===== src/common/odmp_params.svh =====
// offsets, field positions, reset values and timing counts of the mpu port
`ifndef ODMP_PARAMS_SVH
`define ODMP_PARAMS_SVH

// ----------------------------------------------------------------------
// interface strap codes, ordered {bit0, bit1, bit2}
// ----------------------------------------------------------------------
`define ODMP_IM_6800    3'h1
`define ODMP_IM_8080    3'h3
`define ODMP_IM_SPI4    3'h0
`define ODMP_IM_SPI3    3'h4
`define ODMP_IM_I2C     3'h2

// ----------------------------------------------------------------------
// sizes and timing
// ----------------------------------------------------------------------
`define ODMP_PTR_W      13
`define ODMP_OSC_DIV    8

// ----------------------------------------------------------------------
// synchroniser vector layout
// ----------------------------------------------------------------------
`define ODMP_SYNC_W     18
`define ODMP_POS_DATA   0
`define ODMP_POS_CS     8
`define ODMP_POS_DC     9
`define ODMP_POS_WR     10
`define ODMP_POS_RD     11
`define ODMP_POS_IM0    12
`define ODMP_POS_IM1    13
`define ODMP_POS_IM2    14
`define ODMP_POS_OSC    15
`define ODMP_POS_CLK    16
`define ODMP_POS_RST    17
`define ODMP_SYNC_RST   18'h00d00

`endif


===== src/common/odmp_pkg.sv =====
// types of the mpu port
package odmp_pkg;

   // ----------------------------------------------------------------------
   // interface mode
   // ----------------------------------------------------------------------
   typedef enum logic [2:0] {
      ODMP_MODE_NONE,
      ODMP_MODE_6800,
      ODMP_MODE_8080,
      ODMP_MODE_SPI4,
      ODMP_MODE_SPI3,
      ODMP_MODE_I2C
   } odmp_mode_t;

   // ----------------------------------------------------------------------
   // decoded bus function
   // ----------------------------------------------------------------------
   typedef enum logic [2:0] {
      ODMP_FN_IDLE,
      ODMP_FN_DATA_RD,
      ODMP_FN_DATA_WR,
      ODMP_FN_STATUS_RD,
      ODMP_FN_CMD_WR
   } odmp_fn_t;

endpackage


===== src/rtl/odmp_sync.sv =====
// two flip-flop synchroniser for a vector of pins
`timescale 1ns/1ps

module odmp_sync #(
   parameter int                 WIDTH   = 1,
   parameter logic [WIDTH-1:0]   RST_VAL = '0
) (
   // clock and reset
   input  wire logic             clk_i,
   input  wire logic             reset_i,
   // pins and synchronised copy
   input  wire logic [WIDTH-1:0] din_i,
   output logic      [WIDTH-1:0] dout_o
);

   logic [WIDTH-1:0] meta_q;

   // ----------------------------------------------------------------------
   // two stages
   // ----------------------------------------------------------------------
   always_ff @(posedge clk_i or posedge reset_i) begin
      if (reset_i) begin
         meta_q <= RST_VAL;
         dout_o <= RST_VAL;
      end else begin
         meta_q <= din_i;
         dout_o <= meta_q;
      end
   end

endmodule


===== src/rtl/odmp_clkgen.sv =====
// display clock source: internal oscillator or external clock pin
`timescale 1ns/1ps

module odmp_clkgen #(
   parameter int DIV = 8
) (
   // clock and reset
   input  wire logic clk_i,
   input  wire logic reset_i,
   // selection and external clock, both already synchronised
   input  wire logic osc_en_i,
   input  wire logic ext_clk_i,
   // pin drive and display tick
   output logic      clk_o,
   output logic      clk_oe_o,
   output logic      tick_o
);

   localparam int             CW   = $clog2(DIV + 1);
   localparam logic [CW-1:0]  LAST = CW'(DIV - 1);

   logic [CW-1:0] cnt_q;
   logic [CW-1:0] cnt_d;
   logic          osc_d;
   logic          oe_d;
   logic          tick_d;
   logic          ext_prev_q;
   logic          wrap;

   // ----------------------------------------------------------------------
   // next values
   // ----------------------------------------------------------------------
   always_comb begin
      wrap   = (cnt_q == LAST);
      cnt_d  = '0;
      osc_d  = 1'b0;
      oe_d   = osc_en_i;
      tick_d = ext_clk_i & ~ext_prev_q;
      if (osc_en_i) begin
         cnt_d  = wrap ? '0 : cnt_q + 1'b1;
         osc_d  = wrap ? ~clk_o : clk_o;
         tick_d = wrap & ~clk_o;
      end
   end

   // ----------------------------------------------------------------------
   // registers
   // ----------------------------------------------------------------------
   always_ff @(posedge clk_i or posedge reset_i) begin
      if (reset_i) begin
         cnt_q      <= '0;
         clk_o      <= 1'b0;
         clk_oe_o   <= 1'b0;
         tick_o     <= 1'b0;
         ext_prev_q <= 1'b0;
      end else begin
         cnt_q      <= cnt_d;
         clk_o      <= osc_d;
         clk_oe_o   <= oe_d;
         tick_o     <= tick_d;
         ext_prev_q <= ext_clk_i;
      end
   end

endmodule


===== src/rtl/odmp_port.sv =====
// parallel microprocessor port of the display driver
`timescale 1ns/1ps
`include "odmp_params.svh"

module odmp_port #(
   parameter int PTR_W   = `ODMP_PTR_W,
   parameter int OSC_DIV = `ODMP_OSC_DIV
) (
   // clock and reset
   input  wire logic              ref_clk_i,
   input  wire logic              reset_i,
   // straps and reset pin
   input  wire logic              iface_sel_bit0_i,
   input  wire logic              iface_sel_bit1_i,
   input  wire logic              iface_sel_bit2_i,
   input  wire logic              osc_enable_strap_i,
   input  wire logic              reset_n_in_i,
   // host bus
   input  wire logic              cs_n_i,
   input  wire logic              data_cmd_sel_i,
   input  wire logic              wr_n_i,
   input  wire logic              rd_n_i,
   input  wire logic [7:0]        data_i,
   output logic      [7:0]        data_o,
   output logic      [7:0]        data_oe_o,
   // display clock pin
   input  wire logic              display_clock_pin_i,
   output logic                   display_clock_pin_o,
   output logic                   display_clock_pin_oe_o,
   output logic                   disp_tick_o,
   // serial front end
   output odmp_pkg::odmp_mode_t   mode_o,
   output logic                   serial_clk_o,
   output logic                   serial_data_o,
   // command side
   output logic                   cmd_wr_o,
   output logic      [7:0]        cmd_byte_o,
   output logic                   settings_reset_o,
   input  wire logic [7:0]        status_i,
   // display ram side
   output logic                   ram_we_o,
   output logic                   ram_re_o,
   output logic      [PTR_W-1:0]  ram_addr_o,
   output logic      [7:0]        ram_wdata_o,
   input  wire logic [7:0]        ram_rdata_i,
   input  wire logic              ptr_load_i,
   input  wire logic [PTR_W-1:0]  ptr_value_i
);

   // ----------------------------------------------------------------------
   // pin synchronisation
   // ----------------------------------------------------------------------
   logic [`ODMP_SYNC_W-1:0] pins;
   logic [`ODMP_SYNC_W-1:0] sync_s;
   logic [7:0]              data_s;
   logic                    cs_s;
   logic                    dc_s;
   logic                    wr_s;
   logic                    rd_s;
   logic [2:0]              im_s;
   logic                    osc_s;
   logic                    clk_s;
   logic                    rst_ok;

   assign pins = {reset_n_in_i, display_clock_pin_i, osc_enable_strap_i,
                  iface_sel_bit2_i, iface_sel_bit1_i, iface_sel_bit0_i,
                  rd_n_i, wr_n_i, data_cmd_sel_i, cs_n_i, data_i};

   odmp_sync #(
      .WIDTH   (`ODMP_SYNC_W),
      .RST_VAL (`ODMP_SYNC_RST)
   ) u_sync (
      .clk_i   (ref_clk_i),
      .reset_i (reset_i),
      .din_i   (pins),
      .dout_o  (sync_s)
   );

   assign data_s = sync_s[`ODMP_POS_DATA +: 8];
   assign cs_s   = sync_s[`ODMP_POS_CS];
   assign dc_s   = sync_s[`ODMP_POS_DC];
   assign wr_s   = sync_s[`ODMP_POS_WR];
   assign rd_s   = sync_s[`ODMP_POS_RD];
   assign im_s   = {sync_s[`ODMP_POS_IM0], sync_s[`ODMP_POS_IM1], sync_s[`ODMP_POS_IM2]};
   assign osc_s  = sync_s[`ODMP_POS_OSC];
   assign clk_s  = sync_s[`ODMP_POS_CLK];
   assign rst_ok = sync_s[`ODMP_POS_RST];

   // ----------------------------------------------------------------------
   // display clock
   // ----------------------------------------------------------------------
   odmp_clkgen #(
      .DIV       (OSC_DIV)
   ) u_clkgen (
      .clk_i     (ref_clk_i),
      .reset_i   (reset_i),
      .osc_en_i  (osc_s),
      .ext_clk_i (clk_s),
      .clk_o     (display_clock_pin_o),
      .clk_oe_o  (display_clock_pin_oe_o),
      .tick_o    (disp_tick_o)
   );

   // ----------------------------------------------------------------------
   // state
   // ----------------------------------------------------------------------
   logic                 wr_prev_q;
   logic                 rd_prev_q;
   logic [PTR_W-1:0]     ptr_q;
   logic [PTR_W-1:0]     ptr_d;
   logic [7:0]           rbuf_q;
   logic [7:0]           rbuf_d;
   odmp_pkg::odmp_mode_t mode_d;
   odmp_pkg::odmp_fn_t   fn_c;
   logic                 is6800;
   logic                 is8080;
   logic                 is_serial;
   logic                 sel;
   logic                 drive;
   logic [7:0]           data_d;
   logic [7:0]           oe_d;
   logic                 cmd_wr_d;
   logic [7:0]           cmd_byte_d;
   logic                 ram_we_d;
   logic                 ram_re_d;
   logic [PTR_W-1:0]     ram_addr_d;
   logic [7:0]           ram_wdata_d;
   logic                 sclk_d;
   logic                 sdat_d;

   // ----------------------------------------------------------------------
   // mode decode
   // ----------------------------------------------------------------------
   always_comb begin
      case (im_s)
         `ODMP_IM_6800: mode_d = odmp_pkg::ODMP_MODE_6800;
         `ODMP_IM_8080: mode_d = odmp_pkg::ODMP_MODE_8080;
         `ODMP_IM_SPI4: mode_d = odmp_pkg::ODMP_MODE_SPI4;
         `ODMP_IM_SPI3: mode_d = odmp_pkg::ODMP_MODE_SPI3;
         `ODMP_IM_I2C:  mode_d = odmp_pkg::ODMP_MODE_I2C;
         default:       mode_d = odmp_pkg::ODMP_MODE_NONE;
      endcase
   end

   // ----------------------------------------------------------------------
   // function decode and next values
   // ----------------------------------------------------------------------
   always_comb begin
      is6800    = (mode_o == odmp_pkg::ODMP_MODE_6800);
      is8080    = (mode_o == odmp_pkg::ODMP_MODE_8080);
      is_serial = (mode_o == odmp_pkg::ODMP_MODE_SPI4) ||
                  (mode_o == odmp_pkg::ODMP_MODE_SPI3) ||
                  (mode_o == odmp_pkg::ODMP_MODE_I2C);
      sel       = ~cs_s & rst_ok;
      fn_c      = odmp_pkg::ODMP_FN_IDLE;
      if (sel && is8080) begin
         if (wr_s && !wr_prev_q) begin
            fn_c = dc_s ? odmp_pkg::ODMP_FN_DATA_WR : odmp_pkg::ODMP_FN_CMD_WR;
         end else if (!rd_s && rd_prev_q) begin
            fn_c = dc_s ? odmp_pkg::ODMP_FN_DATA_RD : odmp_pkg::ODMP_FN_STATUS_RD;
         end
      end else if (sel && is6800) begin
         if (!rd_s && rd_prev_q && !wr_s) begin
            fn_c = dc_s ? odmp_pkg::ODMP_FN_DATA_WR : odmp_pkg::ODMP_FN_CMD_WR;
         end else if (rd_s && !rd_prev_q && wr_s) begin
            fn_c = dc_s ? odmp_pkg::ODMP_FN_DATA_RD : odmp_pkg::ODMP_FN_STATUS_RD;
         end
      end
      // bus direction
      drive = sel && ((is8080 && !rd_s) || (is6800 && rd_s && wr_s));
      oe_d  = {8{drive}};
      // defaults: strobes low, read buffer loads ram data after a ram read, others hold
      data_d      = data_o;
      cmd_wr_d    = 1'b0;
      cmd_byte_d  = cmd_byte_o;
      ram_we_d    = 1'b0;
      ram_re_d    = 1'b0;
      ram_addr_d  = ram_addr_o;
      ram_wdata_d = ram_wdata_o;
      ptr_d       = ptr_q;
      rbuf_d      = ram_re_o ? ram_rdata_i : rbuf_q;
      case (fn_c)
         odmp_pkg::ODMP_FN_DATA_WR: begin
            ram_we_d    = 1'b1;
            ram_addr_d  = ptr_q;
            ram_wdata_d = data_s;
            ptr_d       = ptr_q + 1'b1;
         end
         odmp_pkg::ODMP_FN_CMD_WR: begin
            cmd_wr_d   = 1'b1;
            cmd_byte_d = data_s;
         end
         odmp_pkg::ODMP_FN_DATA_RD: begin
            data_d     = rbuf_q;
            ram_re_d   = 1'b1;
            ram_addr_d = ptr_q;
            ptr_d      = ptr_q + 1'b1;
         end
         odmp_pkg::ODMP_FN_STATUS_RD: begin
            data_d = status_i;
         end
         default: begin
            data_d = data_o;
         end
      endcase
      if (ptr_load_i) begin
         ptr_d = ptr_value_i;
      end
      // serial front end pins
      sclk_d = is_serial & data_s[0];
      sdat_d = is_serial & data_s[1];
      if (!rst_ok) begin
         ptr_d       = '0;
         rbuf_d      = 8'h00;
         data_d      = 8'h00;
         cmd_byte_d  = 8'h00;
         ram_addr_d  = '0;
         ram_wdata_d = 8'h00;
      end
   end

   // ----------------------------------------------------------------------
   // registers
   // ----------------------------------------------------------------------
   always_ff @(posedge ref_clk_i or posedge reset_i) begin
      if (reset_i) begin
         mode_o           <= odmp_pkg::ODMP_MODE_NONE;
         wr_prev_q        <= 1'b1;
         rd_prev_q        <= 1'b1;
         ptr_q            <= '0;
         rbuf_q           <= 8'h00;
         data_o           <= 8'h00;
         data_oe_o        <= 8'h00;
         cmd_wr_o         <= 1'b0;
         cmd_byte_o       <= 8'h00;
         settings_reset_o <= 1'b1;
         ram_we_o         <= 1'b0;
         ram_re_o         <= 1'b0;
         ram_addr_o       <= '0;
         ram_wdata_o      <= 8'h00;
         serial_clk_o     <= 1'b0;
         serial_data_o    <= 1'b0;
      end else begin
         mode_o           <= mode_d;
         wr_prev_q        <= wr_s;
         rd_prev_q        <= rd_s;
         ptr_q            <= ptr_d;
         rbuf_q           <= rbuf_d;
         data_o           <= data_d;
         data_oe_o        <= oe_d;
         cmd_wr_o         <= cmd_wr_d;
         cmd_byte_o       <= cmd_byte_d;
         settings_reset_o <= ~rst_ok;
         ram_we_o         <= ram_we_d;
         ram_re_o         <= ram_re_d;
         ram_addr_o       <= ram_addr_d;
         ram_wdata_o      <= ram_wdata_d;
         serial_clk_o     <= sclk_d;
         serial_data_o    <= sdat_d;
      end
   end

   // ----------------------------------------------------------------------
   // assertions
   // ----------------------------------------------------------------------
   property p_hiz_deselected;
      @(posedge ref_clk_i) disable iff (reset_i)
      cs_s |=> (data_oe_o == 8'h00) && !ram_we_o && !cmd_wr_o;
   endproperty
   a_hiz_deselected: assert property (p_hiz_deselected)
      else $error("bus driven or transfer while deselected");

   property p_reset_pin;
      @(posedge ref_clk_i) disable iff (reset_i)
      !rst_ok |=> settings_reset_o && (ptr_q == '0) && (data_oe_o == 8'h00);
   endproperty
   a_reset_pin: assert property (p_reset_pin)
      else $error("reset pin level did not initialize state");

   property p_data_write;
      @(posedge ref_clk_i) disable iff (reset_i)
      (fn_c == odmp_pkg::ODMP_FN_DATA_WR) |=>
         ram_we_o && !cmd_wr_o && (ram_wdata_o == $past(data_s));
   endproperty
   a_data_write: assert property (p_data_write)
      else $error("display data write not delivered");

   property p_8080_write;
      @(posedge ref_clk_i) disable iff (reset_i)
      (is8080 && sel && wr_s && !wr_prev_q && !dc_s) |=>
         cmd_wr_o && !ram_we_o && (cmd_byte_o == $past(data_s));
   endproperty
   a_8080_write: assert property (p_8080_write)
      else $error("8080 command write not captured at strobe rise");

   property p_6800_read_drive;
      @(posedge ref_clk_i) disable iff (reset_i)
      (is6800 && sel && rd_s && wr_s) |=> (data_oe_o == 8'hff);
   endproperty
   a_6800_read_drive: assert property (p_6800_read_drive)
      else $error("6800 read did not drive the bus");

   property p_6800_latch;
      @(posedge ref_clk_i) disable iff (reset_i)
      (is6800 && sel && !rd_s && rd_prev_q && !wr_s) |=> (ram_we_o ^ cmd_wr_o);
   endproperty
   a_6800_latch: assert property (p_6800_latch)
      else $error("6800 enable fall produced no single write");

   property p_8080_drive;
      @(posedge ref_clk_i) disable iff (reset_i)
      (is8080 && sel && !rd_s) |=> (data_oe_o == 8'hff);
   endproperty
   a_8080_drive: assert property (p_8080_drive)
      else $error("8080 read strobe low but bus not driven");

   property p_prefetch;
      @(posedge ref_clk_i) disable iff (reset_i)
      (fn_c == odmp_pkg::ODMP_FN_DATA_RD) |=> ram_re_o && (data_o == $past(rbuf_q));
   endproperty
   a_prefetch: assert property (p_prefetch)
      else $error("display read did not return prefetched byte");

   property p_status;
      @(posedge ref_clk_i) disable iff (reset_i)
      (fn_c == odmp_pkg::ODMP_FN_STATUS_RD) |=> !ram_re_o && (data_o == $past(status_i));
   endproperty
   a_status: assert property (p_status)
      else $error("status read returned wrong byte");

   property p_serial;
      @(posedge ref_clk_i) disable iff (reset_i)
      is_serial |=> (data_oe_o == 8'h00) && (serial_clk_o == $past(data_s[0]));
   endproperty
   a_serial: assert property (p_serial)
      else $error("serial mode pin use wrong");

   property p_clk_dir;
      @(posedge ref_clk_i) disable iff (reset_i)
      1'b1 |=> (display_clock_pin_oe_o == $past(osc_s));
   endproperty
   a_clk_dir: assert property (p_clk_dir)
      else $error("display clock pin direction wrong");

   property p_one_transfer;
      @(posedge ref_clk_i) disable iff (reset_i)
      (ram_we_o || cmd_wr_o) |=> !ram_we_o && !cmd_wr_o;
   endproperty
   a_one_transfer: assert property (p_one_transfer)
      else $error("one strobe produced two transfers");

   property p_ptr_step;
      @(posedge ref_clk_i) disable iff (reset_i)
      (ram_we_o || ram_re_o) && !$past(ptr_load_i) |-> ptr_q == PTR_W'(ram_addr_o + 1'b1);
   endproperty
   a_ptr_step: assert property (p_ptr_step)
      else $error("ram pointer did not advance");

   c_8080_data_wr: cover property (@(posedge ref_clk_i) disable iff (reset_i)
      is8080 && (fn_c == odmp_pkg::ODMP_FN_DATA_WR));
   c_6800_cmd_wr: cover property (@(posedge ref_clk_i) disable iff (reset_i)
      is6800 && (fn_c == odmp_pkg::ODMP_FN_CMD_WR));
   c_dummy_then_read: cover property (@(posedge ref_clk_i) disable iff (reset_i)
      ram_re_o ##[1:40] (fn_c == odmp_pkg::ODMP_FN_DATA_RD));
   c_status_rd: cover property (@(posedge ref_clk_i) disable iff (reset_i)
      (fn_c == odmp_pkg::ODMP_FN_STATUS_RD));

endmodule


===== config.mk =====
export PLATFORM = sky130hd
export DESIGN_NAME = odmp_port
export DESIGN_NICKNAME = d
export VERILOG_FILES = /design/src/common/odmp_pkg.sv /design/src/rtl/odmp_sync.sv /design/src/rtl/odmp_clkgen.sv /design/src/rtl/odmp_port.sv
export VERILOG_INCLUDE_DIRS = /design/src /design/src/common
export SDC_FILE = /design/constraint.sdc
export NUM_CORES = 1
export LEC_CHECK = 0
export CAP_MARGIN = 25
export CORE_ASPECT_RATIO = 0.8
export CORE_MARGIN = 5
export CORE_UTILIZATION = 49
export DETAILED_ROUTE_END_ITERATION = 7
export DONT_BUFFER_PORTS = 1
export PLACE_DENSITY = 0.7
export SLEW_MARGIN = 40
export SYNTH_ARGS = -nofsm -noshare
export SYNTH_HDL_FRONTEND = slang
export SYNTH_SLANG_ARGS = --single-unit

===== constraint.sdc =====
create_clock -name ref_clk_i -period 3.8 [get_ports ref_clk_i]
set_clock_uncertainty 0.2 [all_clocks]
set_input_delay 0.19 -clock ref_clk_i [delete_from_list [all_inputs] [get_ports ref_clk_i]]
set_output_delay 0.19 -clock ref_clk_i [all_outputs]
set_load 0.005 [all_outputs]

# --- Word level (Yosys, flattened, before mapping) ---
# Cells that the tools add are included.
word_totals:
  reg_bits: 114
  in_bits: 50
  output_inout_bits: 57
classes:
  n_addsub: 2
  n_eq_ne: 21
  muxes: 30
  n_bitwise: 9
  reduce_logical: 20
ops:
  columns: ["cell", "count"]
  rows:
  - ["13-bit two-way mux", 5]
  - ["8-bit two-way mux", 7]
  - ["3-bit by 2-bit == test with 1-bit output, second input constant", 6]
  - ["8-bit one-hot mux with 2 select lines", 1]
  - ["3-bit two-way mux", 5]
  - ["3-bit one-hot mux with 5 select lines", 1]
  - ["13-bit by 1-bit adder with 13-bit output, second input constant", 1]
  - ["3-bit == test, second input constant", 4]
  - ["1-bit logical AND", 11]
  - ["3-bit by 1-bit == test with 1-bit output, second input constant", 3]
  - ["4-bit two-way mux", 2]
  - ["2-bit != test, second input constant", 4]
  - ["1-bit two-way mux", 6]
  - ["2-bit two-way mux", 3]
  - ["3-bit != test, second input constant", 2]
  - ["1-bit AND", 5]
  - ["4-bit by 1-bit adder with 4-bit output, second input constant", 1]
  - ["4-bit by 3-bit == test with 1-bit output, second input constant", 1]
  - ["1-bit zero test", 4]
  - ["1-bit inverter", 4]
  - ["3-bit zero test", 1]
  - ["1-bit logical OR", 3]
  - ["2-bit by 1-bit != test with 1-bit output, second input constant", 1]
  - ["2-bit OR reduction", 1]

# --- Depth between registers and ports, before layout ---
depth:
  ltp_word: 12
  ltp_mapped: 8
  ltp_nobuf: 6

# --- Cells and area by module ---
# Synthesis repeated with hierarchy kept, for this count alone.
hier_totals:
  cells_unflattened: 367
  area_unflattened_um2: 4593.2
by_module_without_submodules:
  columns: ["module", "instances", "cells_per_inst", "area_per_inst_um2", "seq_area_each_um2"]
  rows:
  - ["odmp_port", 1, 306, 3350.7, 1755.4]
  - ["odmp_sync", 1, 37, 912.1, 908.4]
  - ["odmp_clkgen", 1, 24, 330.3, 200.2]

# --- Least setup slack after synthesis ---
# No wires, ideal clock.
synth_timing:
  path_kind: "flip-flop to flip-flop"
  start: "register mode_o[0]"
  end: "register ram_wdata_o[0]"
  arrival_ns: 2.117
  setup_slack_ns: 1.351
  stages_incl_launch_ff: 9
  path_buffers: 2
  synth_period_minus_slack_ns: 2.449
  path_cell_list: "dfrtp_1 nand2b_1 or4_1 a31o_1 buf_6 or2_2 buf_2 mux2i_1 nor2_1"
synth_between:
  elab_chain_len: 6
  word_cells_on_any_way: 8
  classes_between: "eq/ne: 4; mux: 2; reduce/logical: 2"
synth_rtl:
  columns: ["item", "line_no", "source"]
  rows:
  - ["start: declaration", "odmp_port.sv:32", "output odmp_pkg::odmp_mode_t mode_o,"]
  - ["start signal: assignment", "odmp_port.sv:227", "mode_o <= odmp_pkg::ODMP_MODE_NONE;"]
  - ["start signal: assignment", "odmp_port.sv:244", "mode_o <= mode_d;"]
  - ["3-bit by 1-bit == test with 1-bit output", "odmp_port.sv:149", "is6800 = (mode_o == odmp_pkg::ODMP_MODE_6800);"]
  - ["1-bit logical AND", "odmp_port.sv:162", "end else if (sel && is6800) begin"]
  - ["3-bit two-way mux", "odmp_port.sv:162", null]
  - ["3-bit two-way mux *", "odmp_port.sv:156", "if (sel && is8080) begin"]
  - ["3-bit by 2-bit == test with 1-bit output *", "odmp_port.sv:182", "case (fn_c)"]
  - ["2-bit != test (no source line) *", null, null]
  - ["end signal: assignment", "odmp_port.sv:257", "ram_wdata_o <= ram_wdata_d;"]
  - ["end: declaration", "odmp_port.sv:44", "output logic [7:0] ram_wdata_o,"]
# Mark *: on every way between the ends. The rest lies on a longest branch, timed or not.
# A chain may end at the register's enable or synchronous reset.

# --- Worst setup path after layout ---
layout_timing:
  start: "register mode_o[0]"
  end: "register ptr_q[0]"
layout_between:
  elab_chain_len: 7
  word_cells_on_any_way: 10
  classes_between: "eq/ne: 5; mux: 2; reduce/logical: 3"
layout_rtl:
  columns: ["item", "line_no", "source"]
  rows:
  - ["3-bit by 1-bit == test with 1-bit output", "odmp_port.sv:149", null]
  - ["1-bit logical AND", "odmp_port.sv:162", null]
  - ["3-bit two-way mux", "odmp_port.sv:162", null]
  - ["3-bit two-way mux *", "odmp_port.sv:156", null]
  - ["3-bit by 2-bit == test with 1-bit output / 3-bit by 1-bit == test with 1-bit output (equally long branches)", "odmp_port.sv:182", null]
  - ["2-bit OR reduction (no source line) *", null, null]
  - ["3-bit != test (no source line) *", null, null]
  - ["end signal: assignment", "odmp_port.sv:247", "ptr_q <= ptr_d;"]
  - ["end: declaration", "odmp_port.sv:109", "logic [PTR_W-1:0] ptr_q;"]
# Marks and branches as above.

==> results.txt <==
Status = complete, no violations
Die height = 96.1 um
Initial antenna violation count = 0
Clk pwr share = 0.520
Clock Tree Buf Depth = 2
Cts bufs inserted = 17
Hpwl dp = 6300 um
Fill cells = 665
Vias per inst = 5.52
Vias in the first global route = 3,189
Max_slew headroom = 0.528
Global-route wire length before repair = 17,000 um
# DRC = 0
CP bufs+invs = 1
Hold-fix buffers at CTS = 49
Critical path peak fanout = 10
Cells after Synth = 377
Antenna viol nets, final = 0
Initial DRC Count = 211
Post-placement cell count = 471
Delay-heaviest family, CP = compound AO/OA/AOI/OAI gates
Netlist Area Pre-Place = 0.00454 mm2
Critical-path cell list = nand2b_1 > or4_1 > a31o_1 > o22ai_4 > xnor2_1 > o31ai_2 > dlygate4sd3_1
IO buf count = 0
Psw = 695 uW
Worst R2R Setup Slack = 680 ps
# rows = 31
Worst Setup Start Kind = flip-flop
CTS H-tree depth = 4
Nets = 477
Die width = 118 um
Req. time, crit path = 3890 ps
CP Class = flip-flop to flip-flop
Postcts setup bufs = 0
TritonCTS clock tree = built
Max-slew violations = 0
Max cap viols = 0
Maximum VDD drop = 0.418 mV
Post-Route Utilization = 0.627
Min-delay worst type = input port to flip-flop
Avg WL per Cell = 18.7 um
Setup TNS Final = 0 ps
Largest net degree at the start of global routing = 78
Register area share after synthesis = 0.631
Top Ports = 107
Synth area leader = dfrtp_1
Slowest-stage cell, CP = dlygate4sd3_1
Post_cts resized = 0
Worst Path Arrival = 3210 ps
CP peak stage delay = 570 ps
Post-synth top area share = 0.579
Pint = 2.32 mW
Cell variety after synth = 48
Antenna diodes = 0
RSZ-0062 raised after global routing = no
Worst setup EP type = flip-flop
Worst skew pair latency = 400 ps
Gpl congestion = 0.776
Main flop type after synthesis = dfrtp_1
Vias = 3,055
Share of post-route cells with drive strength above 1 = 0.126
Gr ovfl total = 0
GRT Overall Usage = 0.194
Post-Syn Area per Cell = 12.0 um2
Clk Tree Root Cell = clkbuf_16
Worst-path clk slew = 60 ps
Sw Ratio = 0.231
Fmax = 320 MHz
Ranking of synthesized cells by area = dfrtp_1, mux2i_1, dfstp_2
Post-synth EDFFs = 0
Effective utilization at floorplan = 0.502
Final Setup Violations = 0
Ys Warns = 0
Hold Fails Final Rpt = 0
WHS = 130 ps
Ys async rst share = 1.00
Pwr Density = 532 mW/mm2
Period utilization = 0.822
Seq pwr share = 0.431
Clock sink total = 114
Worst-Margin Slew = 705 ps
Final wirelength = 10,400 um
Fin crit period = 3120 ps
Die Area = 0.0113 mm2
Area growth from synthesis to final layout = 24.9%
Drt pass-1 iters = 5
Syn Nets = 429
Synth Register Bits = 114
Final Non-Filler Cells = 553
CORE AREA = 0.00904 mm2
Combinational Power Share = 0.049
Static leakage = 2.53 nW
worst reg2reg max path: stages, from the launching register on:
cell	delay, ps
dfrtp_1	440
nand2b_1	220
or4_1	510
a31o_1	450
o22ai_4	360
xnor2_1	180
o31ai_2	70
dlygate4sd3_1	570
power by group through the flow:
stage / Sequential, mW / Combinational (mW) / Clock (mW)
floorplan: 1.31 / 0.0874 / 0
global placement: 1.32 / 0.0984 / 0
detailed placement: 1.32 / 0.101 / 0
CTS: 1.30 / 0.147 / 1.59
global route: 1.31 / 0.164 / 1.66
finish: 1.30 / 0.147 / 1.57
sequential cells by signal, indices dropped and copies added, names as in the netlist, 3 cells and up:
signal          cells
u_sync.dout_o      18
u_sync.meta_q      18
ptr_q              13
ram_addr_o         13
cmd_byte_o          8
data_o              8
ram_wdata_o         8
rbuf_q              8
u_clkgen.cnt_q      4
mode_o              3
per-layer routing:
layer  track usage  share of wire  wire [um]
met1         0.243           0.44       4510
met3        0.0781          0.072        749
met2         0.310           0.48       4990
met4        0.0640          0.012        121
met5             0              0          0
through the flow:
step	area (um2)	power, mW	setup slack [ps]
floorplan	4540	1.39	409
global placement	4570	1.42	634
detailed placement	4570	1.42	536
CTS	5650	3.03	272
global route	5670	3.13	575
finish	5670	3.01	676
cells by family (layout without fill, tap and decap cells):
kind of cell,count (synthesis),in the layout,share of synthesized area
AND/OR/NAND/NOR,128,128,0.145
flip-flops,114,114,0.631
AO/OA/AOI/OAI,56,56,0.0839
multiplexers,39,39,0.0863
buffers and inverters,34,95,0.0405
XOR/XNOR,4,4,0.00773
adder cells (fa/ha/maj),2,2,0.00552
layout by cell type, fill, tap and decap left out, types with 3 or more instances in the layout:
| cell | instances |
|---|---|
| dfrtp_1 | 105 |
| dlygate4sd3_1 | 49 |
| mux2i_1 | 38 |
| nor2_1 | 37 |
| nand2_1 | 24 |
| o21ai_0 | 20 |
| clkbuf_16 | 17 |
| nand3_1 | 15 |
| a21oi_1 | 11 |
| nor3_1 | 9 |
| dfstp_2 | 9 |
| nand2b_1 | 7 |
| nor2b_1 | 7 |
| a311oi_1 | 7 |
| inv_1 | 5 |
| inv_6 | 5 |
| a211oi_1 | 5 |
| and4_1 | 5 |
| buf_4 | 5 |
| and2_1 | 4 |
| nor4bb_1 | 3 |
| and3_1 | 3 |
| clkinv_4 | 3 |
| clkinvlp_4 | 3 |
worst paths after layout:
path                       cells past startpoint                     endpoint                   startpoint
setup / recovery                               7         ptr_q[0]$_DFFE_PP0P_          mode_o[0]$_DFF_PP0_
hold / removal                                 1   u_sync.meta_q[8]$_DFF_PP1_                       cs_n_i
setup reg to reg                               7         ptr_q[0]$_DFFE_PP0P_          mode_o[0]$_DFF_PP0_
hold reg to reg                                0  u_sync.dout_o[14]$_DFF_PP0_  u_sync.meta_q[14]$_DFF_PP0_
max in group asynchronous                      3          rd_prev_q$_DFF_PP1_                      reset_i
min in group asynchronous                      2  u_sync.dout_o[15]$_DFF_PP0_                      reset_i
final cells by class:
class / count / area [um2] / share of cell area
clock buffer: 18 / 439 / 0.0775
clock inverter: 14 / 154 / 0.0272
inverter: 8 / 35.0 / 0.00618
multi-input combinational: 229 / 1490 / 0.263
sequential: 114 / 2860 / 0.505
tap: 115 / 144 / 0.0254
timing repair buffer: 55 / 543 / 0.0958
synthesized netlist by cell type (2+ instances only):
| master | count |
|---|---|
| a211oi_1 | 5 |
| a21oi_1 | 11 |
| a311oi_1 | 7 |
| and2_1 | 4 |
| and3_1 | 3 |
| and4_1 | 5 |
| buf_2 | 3 |
| buf_4 | 8 |
| buf_6 | 3 |
| clkbuf_1 | 12 |
| dfrtp_1 | 105 |
| dfstp_2 | 9 |
| ha_1 | 2 |
| inv_1 | 6 |
| mux2i_1 | 38 |
| nand2_1 | 24 |
| nand2b_1 | 7 |
| nand3_1 | 15 |
| nand3b_1 | 2 |
| nand4b_1 | 2 |
| nor2_1 | 37 |
| nor2b_1 | 7 |
| nor3_1 | 9 |
| nor4_1 | 2 |
| nor4bb_1 | 3 |
| o21a_1 | 2 |
| o21ai_0 | 20 |
| o32a_1 | 2 |
| or2_2 | 2 |
| or3_1 | 2 |
| xnor2_1 | 2 |
| xor2_1 | 2 |
Note: power is estimated with default switching activity, not from simulation.
